===== src/core/sram_port_params.svh =====
`ifndef SRAM_PORT_PARAMS_SVH
`define SRAM_PORT_PARAMS_SVH
// ==========================================================
// pin timing of the static memory, in ns
`define T_CLK_NS       20
`define T_CYCLE_NS     45
`define T_WRITE_NS     35
`define T_DATA_SU_NS   25
`define T_ACCESS_NS    45
`define T_TURN_NS      18
// cycle counts: least times round up, never below one
`define CEIL_CYC(t)    (((t) + `T_CLK_NS - 1) / `T_CLK_NS)
`define CYC_WRITE      `CEIL_CYC(`T_WRITE_NS)
`define CYC_CYCLE      `CEIL_CYC(`T_CYCLE_NS)
// read adds the two synchroniser flops behind the sampling edge
`define CYC_ACCESS     (`CEIL_CYC(`T_ACCESS_NS) + 2)
`define CYC_TURN       `CEIL_CYC(`T_TURN_NS)
// ==========================================================
// geometry
`define ADDR_BITS      17
`define DATA_BITS      16
`define LANE_LOW       0
`define LANE_HIGH      1
`endif


===== src/core/sram_port_pkg.sv =====
`default_nettype none
package sram_port_pkg;
	// controller sequence states
	typedef enum logic [2:0] {
		idle_st,
		read_st,
		write_st,
		recover_st
	} seq_state_t;
	typedef logic [1:0] lane_sel_t;
endpackage
`default_nettype wire


===== src/core/sram_pin_if.sv =====
`timescale 1ns/1ps
`default_nettype none
// ==========================================================
// pin bundle between sequencer and pin driver
interface sram_pin_if;
	logic        chip_sel;
	logic        wr_strobe;
	logic        out_en;
	logic [1:0]  lanes;
	logic [16:0] addr;
	logic [15:0] wdata;
	logic        drive;
	modport seq (output chip_sel, output wr_strobe, output out_en,
		output lanes, output addr, output wdata, output drive);
	modport drv (input chip_sel, input wr_strobe, input out_en,
		input lanes, input addr, input wdata, input drive);
endinterface
`default_nettype wire


===== src/core/sram_pin_drive.sv =====
`timescale 1ns/1ps
`default_nettype none
`include "sram_port_params.svh"
// ==========================================================
// pin registers: every memory pin leaves from a flip-flop
module sram_pin_drive (
	input  wire logic                   core_clk,
	input  wire logic                   rst,
	sram_pin_if.drv                     pins,
	output var logic                    chip_select_n,
	output var logic                    write_strobe_n,
	output var logic                    output_enable_n,
	output var logic                    upper_byte_enable_n,
	output var logic                    lower_byte_enable_n,
	output var logic [`ADDR_BITS-1:0]   mem_addr,
	output var logic [`DATA_BITS-1:0]   mem_data_out,
	output var logic [`DATA_BITS-1:0]   mem_data_oe
);
	// reset parks the memory deselected with the bus floating
	always_ff @(posedge core_clk) begin
		if (rst) begin
			chip_select_n       <= 1'h1;
			write_strobe_n      <= 1'h1;
			output_enable_n     <= 1'h1;
			upper_byte_enable_n <= 1'h1;
			lower_byte_enable_n <= 1'h1;
			mem_addr            <= '0;
			mem_data_out        <= '0;
			mem_data_oe         <= '0;
		end else begin
			chip_select_n       <= ~pins.chip_sel;
			write_strobe_n      <= ~pins.wr_strobe;
			output_enable_n     <= ~pins.out_en;
			upper_byte_enable_n <= ~pins.lanes[`LANE_HIGH];
			lower_byte_enable_n <= ~pins.lanes[`LANE_LOW];
			mem_addr            <= pins.addr;
			mem_data_out        <= pins.wdata;
			mem_data_oe         <= {`DATA_BITS{pins.drive}};
		end
	end
endmodule
`default_nettype wire


===== src/core/sram_host_ctrl.sv =====
`timescale 1ns/1ps
`default_nettype none
`include "sram_port_params.svh"
// Functional notes
// - data valid at least 25 ns before the write-ending edge.
// - address stable 35 ns before write end, may change at start.
// - lanes, chip select and write strobe held 35 ns.
// - address valid no later than chip select and lane edges.
// - host never drives data while the memory drives.
module sram_host_ctrl #(
	parameter int ADDR_W = `ADDR_BITS,
	parameter int DATA_W = `DATA_BITS
) (
	input  wire logic                   core_clk,
	input  wire logic                   rst,
	input  wire logic                   req_valid,
	output logic                        req_ready,
	input  wire logic                   req_write,
	input  wire logic [ADDR_W-1:0]      req_addr,
	input  wire logic [DATA_W-1:0]      req_wdata,
	input  wire sram_port_pkg::lane_sel_t req_lanes,
	output var logic                    rsp_valid,
	output var logic [DATA_W-1:0]       rsp_rdata,
	output var logic                    chip_select_n,
	output var logic                    write_strobe_n,
	output var logic                    output_enable_n,
	output var logic                    upper_byte_enable_n,
	output var logic                    lower_byte_enable_n,
	output var logic [ADDR_W-1:0]       mem_addr,
	input  wire logic [DATA_W-1:0]      mem_data_in,
	output var logic [DATA_W-1:0]       mem_data_out,
	output var logic [DATA_W-1:0]       mem_data_oe
);
	import sram_port_pkg::*;

	// phase lengths in clock cycles; each phase runs count+1 cycles
	// because the counter is loaded on entry and left at zero
	// write: strobes low for WR_CYC+1 cycles, which covers the
	// write pulse, the lane and select widths and the data setup
	// read: the memory may need its full access time after the
	// pin edge, and the sample then still crosses two flops
	// recovery: deselected gap, also the bus turnaround time
	// four bits hold the longest phase count with room to spare
	localparam int CNT_W = 4;
	localparam logic [CNT_W-1:0] WR_CYC  = CNT_W'(`CYC_WRITE);
	localparam logic [CNT_W-1:0] RD_CYC  = CNT_W'(`CYC_ACCESS);
	localparam logic [CNT_W-1:0] REC_CYC = CNT_W'(`CYC_TURN);

	// ==========================================================
	// state
	seq_state_t             state;
	seq_state_t             next_state;
	logic [CNT_W-1:0]       count;
	logic [CNT_W-1:0]       next_count;
	logic [ADDR_W-1:0]      addr;
	logic [DATA_W-1:0]      wdata;
	lane_sel_t              lanes;
	logic [DATA_W-1:0]      sync1;
	logic [DATA_W-1:0]      sync2;
	sram_pin_if             pins ();

	// ==========================================================
	// decoding
	// a request is taken only in idle, so a caller holds it until then
	wire start      = req_valid && req_ready;
	wire count_done = (count == '0);
	wire in_read    = (state == read_st);
	wire in_write   = (state == write_st);
	// zero lanes would be an empty access; treat it as both lanes
	wire [1:0] req_lanes_fix = (req_lanes == 2'h0) ? 2'h3 : req_lanes;
	// recovery gap is sized from bus turnaround only; each read or write phase alone exceeds the 45 ns cycle
	assign req_ready = (state == idle_st);

	// ==========================================================
	// pins: address and strobes change together at cycle start
	// every pin value below is registered once more in the pin
	// driver, so the memory sees a phase one cycle after the state
	// register enters it; all pins move on the same edge, so no
	// strobe can open a write before address and data are in place
	assign pins.addr      = addr;
	assign pins.chip_sel  = in_read || in_write;
	assign pins.wr_strobe = in_write;
	assign pins.lanes     = (in_read || in_write) ? lanes : 2'h0;
	// output enable stays high in writes so the memory floats
	assign pins.out_en    = in_read;
	assign pins.wdata     = wdata;
	assign pins.drive     = in_write;

	// ==========================================================
	// sequencer
	// next-state and counter logic; the counter is loaded on entry
	// to a phase and a phase is left on the cycle its count is zero
	always_comb begin
		next_state = state;
		next_count = count;
		case (state)
		idle_st: begin
			// wait for a request; its kind picks the phase
			if (start) begin
				next_state = req_write ? write_st : read_st;
				next_count = req_write ? WR_CYC : RD_CYC;
			end
		end
		read_st: begin
			// strobes stay low until the sample is safely in
			next_count = count - CNT_W'(1);
			if (count_done) begin
				next_state = recover_st;
				next_count = REC_CYC;
			end
		end
		write_st: begin
			// all strobes drop in one edge; the write ends there
			next_count = count - CNT_W'(1);
			if (count_done) begin
				next_state = recover_st;
				next_count = REC_CYC;
			end
		end
		recover_st: begin
			// pins already deselected; wait out the gap
			next_count = count - CNT_W'(1);
			if (count_done)
				next_state = idle_st;
		end
		default: begin
			// unused codes fall back to idle
			next_state = idle_st;
			next_count = '0;
		end
		endcase
	end

	// state and counter registers
	always_ff @(posedge core_clk) begin
		if (rst) begin
			state <= idle_st;
			count <= '0;
		end else begin
			state <= next_state;
			count <= next_count;
		end
	end

	// request capture
	// latched once, so the pins show it for the whole phase
	always_ff @(posedge core_clk) begin
		if (rst) begin
			addr     <= '0;
			wdata    <= '0;
			lanes    <= 2'h0;
		end else if (start) begin
			addr     <= req_addr;
			wdata    <= req_wdata;
			lanes    <= req_lanes_fix;
		end
	end

	// memory data arrives with no relation to the clock edge,
	// so it is resampled before any logic reads it
	// read data passes two flops; sampling late covers that lag
	always_ff @(posedge core_clk) begin
		if (rst) begin
			sync1 <= '0;
			sync2 <= '0;
		end else begin
			sync1 <= mem_data_in;
			sync2 <= sync1;
		end
	end

	// the answer pulses for one cycle at the end of every access;
	// a read takes the synchronised word at that same edge, so the
	// sample left the pins two edges earlier, late enough for a
	// full access time from the pin edge
	// answer: disabled lane reads as zero
	wire rd_take = in_read && count_done;
	wire [DATA_W-1:0] lane_mask = {{(DATA_W/2){lanes[`LANE_HIGH]}},
		{(DATA_W/2){lanes[`LANE_LOW]}}};
	always_ff @(posedge core_clk) begin
		if (rst) begin
			rsp_valid <= 1'h0;
			rsp_rdata <= '0;
		end else begin
			rsp_valid <= rd_take || (in_write && count_done);
			if (rd_take)
				rsp_rdata <= sync2 & lane_mask;
		end
	end

	// ==========================================================
	// pin registers
	// registered pins: no decode glitch reaches the memory strobes
	sram_pin_drive u_drive (
		.core_clk            (core_clk),
		.rst                 (rst),
		.pins                (pins.drv),
		.chip_select_n       (chip_select_n),
		.write_strobe_n      (write_strobe_n),
		.output_enable_n     (output_enable_n),
		.upper_byte_enable_n (upper_byte_enable_n),
		.lower_byte_enable_n (lower_byte_enable_n),
		.mem_addr            (mem_addr),
		.mem_data_out        (mem_data_out),
		.mem_data_oe         (mem_data_oe)
	);
endmodule
`default_nettype wire


===== config.mk =====
export PLATFORM = sky130hd
export DESIGN_NAME = sram_host_ctrl
export DESIGN_NICKNAME = d
export VERILOG_FILES = /design/src/core/sram_port_pkg.sv /design/src/core/sram_pin_if.sv /design/src/core/sram_pin_drive.sv /design/src/core/sram_host_ctrl.sv
export VERILOG_INCLUDE_DIRS = /design/src /design/src/core
export SDC_FILE = /design/constraint.sdc
export NUM_CORES = 1
export LEC_CHECK = 0
export BUFFER_PORTS_ARGS = -buffer_cell sky130_fd_sc_hd__buf_2
export CAP_MARGIN = 20
export CORE_MARGIN = 1.5
export CORE_UTILIZATION = 49
export DETAILED_ROUTE_END_ITERATION = 10
export PLACE_DENSITY = 0.76
export SLEW_MARGIN = 15
export SYNTH_ARGS = -nofsm -noshare
export SYNTH_HDL_FRONTEND = slang
export SYNTH_HIERARCHICAL = 1
export SYNTH_SLANG_ARGS = --single-unit

===== constraint.sdc =====
create_clock -name core_clk -period 5 [get_ports core_clk]
set_clock_uncertainty 0.05 [all_clocks]
set_input_delay 1 -clock core_clk [delete_from_list [all_inputs] [get_ports core_clk]]
set_output_delay 1 -clock core_clk [all_outputs]
set_load 0.05 [all_outputs]

==> run summary <==
Root buffer cell: clkbuf_8
Largest family of logic cells by synthesized area: simple AND/OR/NAND/NOR gates
Number of remaining DRC errors: 0
HP Class: register to register
Hold depth: 1
Worst path required time: 3.95 ns
Hold-fix buffers, CTS: 0
Site Rows: 34
Number of global-route vias before repair: 2878
Clock sink count: 129
Ys flop type: dfxtp_1
Critical path class: register to output port
CTS Buf Count: 17
Drt wl/cell: 12.3 µm
Post-synth EDFFs: 0
First-pass GRT wire length: 13400 µm
Nature of the critical path startpoint: register
Hold EP: sync2[2]
Worst Tran Pin Value: 0.844 ns
Adder-cell share of the synthesized area: 0.0140
Worst Min Path Start: sync1[2]
Io pins: 127
Library cells used by synthesis: 42
Power per cell area: 573 nW/µm²
Largest net degree at the start of global routing: 88
Overall Global Routing Usage: 0.173
Layout area overhead: 22.8%
Max-Cap Viols: 0
Vias per Instance: 4.76
Final setup TNS: 0 ns
Hold Fails Final Rpt: 0
Post-DP HPWL: 5460 µm
FF-to-FF path depth: 6
Met3 wire len: 565 µm
Mux contribution to synthesized area: 0.00476
Final worst-path cycle share: 0.525
DIE HEIGHT: 98.5 µm
Layout cells sized above 1: 0.306
Post-synthesis cell count: 451
R2r startpoint: state[0]
Final setup fails: 0
Synth top area cells: dfxtp_1 58%, nor2b_1 7.4%, nand2_1 7.1%
Leakage Power: 2.43 nW
Fmax achieved: 381 MHz
1st-pass router iterations: 4
Initial antenna violation count: 0
Final ANT Viol Nets: 0
Final Slew Violations: 0
Share of the synthesized area in the top cell type: 0.578
Reg-to-reg endpoint: addr[10]
Ys async rst share: 0
Highest routed layer: met4
Post-CTS Setup Inserts: 0
Synth Warn #: 6
Iteration-0 DRC count of the detailed router: 100
Die area: 9710 µm²
Worst skew pair latency: 0.51 ns
Post-CTS sizing: 0
Largest area contributor in the netlist: dfxtp_1
CTS tree: yes
Status: finished, final reports clean
Final Core Density: 0.626
M1 wire length: 3700 µm
Core Box Area: 8760 µm²
Clk buf depth: 2
Critical Path Fanout Max: 9
Global route overflow: 0
Metal2 WL: 3940 µm
Final net count: 616
Most frequent cells in the layout: 129 x dfxtp_1, 125 x buf_2, 84 x nand2_1
Diodes inserted: 0
Register area share after synthesis: 0.578
Max H-tree Level: 4
Post-Synth Simple-Gate Area: 0.245
Port bufs: 126
Routed WL: 8330 µm
Peak supply drop: 0.238 mV
Starting Density: 0.510
RSZ-0062 raised after global routing: false
Mean Syn Cell Area: 9.92 µm²
Slew headroom: 0.438
Synthesized Nets: 511
Xor-xnor portion of the synthesized cell area: 0
Compound-gate portion of the synthesized area: 0.0767
Via count: 3220
Min Clock Period, post-route: 2.63 ns
Clock transition at the registers of the reported paths: 0.06 ns
Seq cells post-synth: 129
Cell Area, Synth: 4470 µm²
Gp weighted congestion: 0.797
Crit end category: output port
Crit path DAT: 1.58 ns
Commonest non-fill, non-tap cell in the layout: dfxtp_1
R2R setup slack: 3.05 ns
Die extent in x: 98.5 µm
## flip-flops by register name (all words and copies together), names as in the netlist, 4 cells and up
| register | cells |
|---|---|
| rsp_rdata | 16 |
| sync1 | 16 |
| addr | 17 |
| pins.wdata | 16 |
| sync2 | 16 |
| u_drive/mem_data_out | 16 |
| count | 4 |
| u_drive/mem_addr | 17 |
## through the flow
step                cells  power, mW  area [µm²]  setup WS [ns]  hold slack, ns
floorplan             451       1.93        4470           2.79           0.364
global placement      644       2.03        4920           2.22           0.369
detailed placement    645       2.06        4940           2.16           0.373
CTS                   676       3.17        5490           2.35           0.388
global route          676       3.31        5490           2.29           0.408
finish                676       3.14        5490           2.37           0.385
## worst max path at each step
| stage | start | end | slack, ns | cells past startpoint |
|---|---|---|---|---|
| finish | state[0] | req_ready | 2.37 | 3 |
| detailed placement | rst | state[1] | 2.16 | 4 |
| global placement | rst | state[1] | 2.22 | 4 |
| CTS | state[0] | req_ready | 2.35 | 3 |
| global route | state[0] | req_ready | 2.29 | 3 |
| floorplan | u_drive/mem_data_oe[0] | mem_data_oe[10] | 2.79 | 1 |
## cells by family (layout without fill, tap and decap cells)
family                     Yosys count  after routing
and+or+nand+nor                    202            202
DFF                                129            129
AOI/OAI and AO/OA                   63             63
buffers and inverters               50            167
adders and majority gates            5              5
muxes                                2              2
## layer usage
layer  track usage  up-vias
met3        0.0624       13
met4        0.0758        0
li1              -     1650
met1         0.209     1465
met2         0.279       92
met5             0        -
## synth_stat cells (2+ instances only)
cell type / n
ha_1: 5
clkbuf_8: 4
a221o_1: 2
nor2b_2: 4
clkbuf_1: 10
buf_6: 4
nand2_1: 84
and2_1: 3
a21oi_1: 52
buf_12: 2
nor2b_4: 6
nand2b_1: 7
buf_4: 16
inv_1: 6
nor3b_1: 2
nor3_1: 5
nand3_1: 17
and2b_1: 5
dfxtp_1: 129
nor2b_1: 53
o21ai_0: 2
nor2_1: 8
buf_2: 6
## report_power, final
group          switching, mW  total [mW]  internal [mW]
Clock                  0.427        1.11          0.681
Combinational          0.560       0.817          0.257
Sequential            0.0720        1.22           1.15
## critical path, stage by stage, from the launching register on
cell	delay [ns]
dfxtp_1	0.34
inv_1	0.10
ha_1	0.31
buf_2	0.32
## area by class of cell
cell class,instances,area [µm²]
multi-input combinational,272,1530
inverter,6,22.5
sequential,129,2580
tap,108,135
clock inverter,12,110
clock buffer,19,442
fill,724,3270
timing repair buffer,130,671
(Power assumes the default switching activity.)
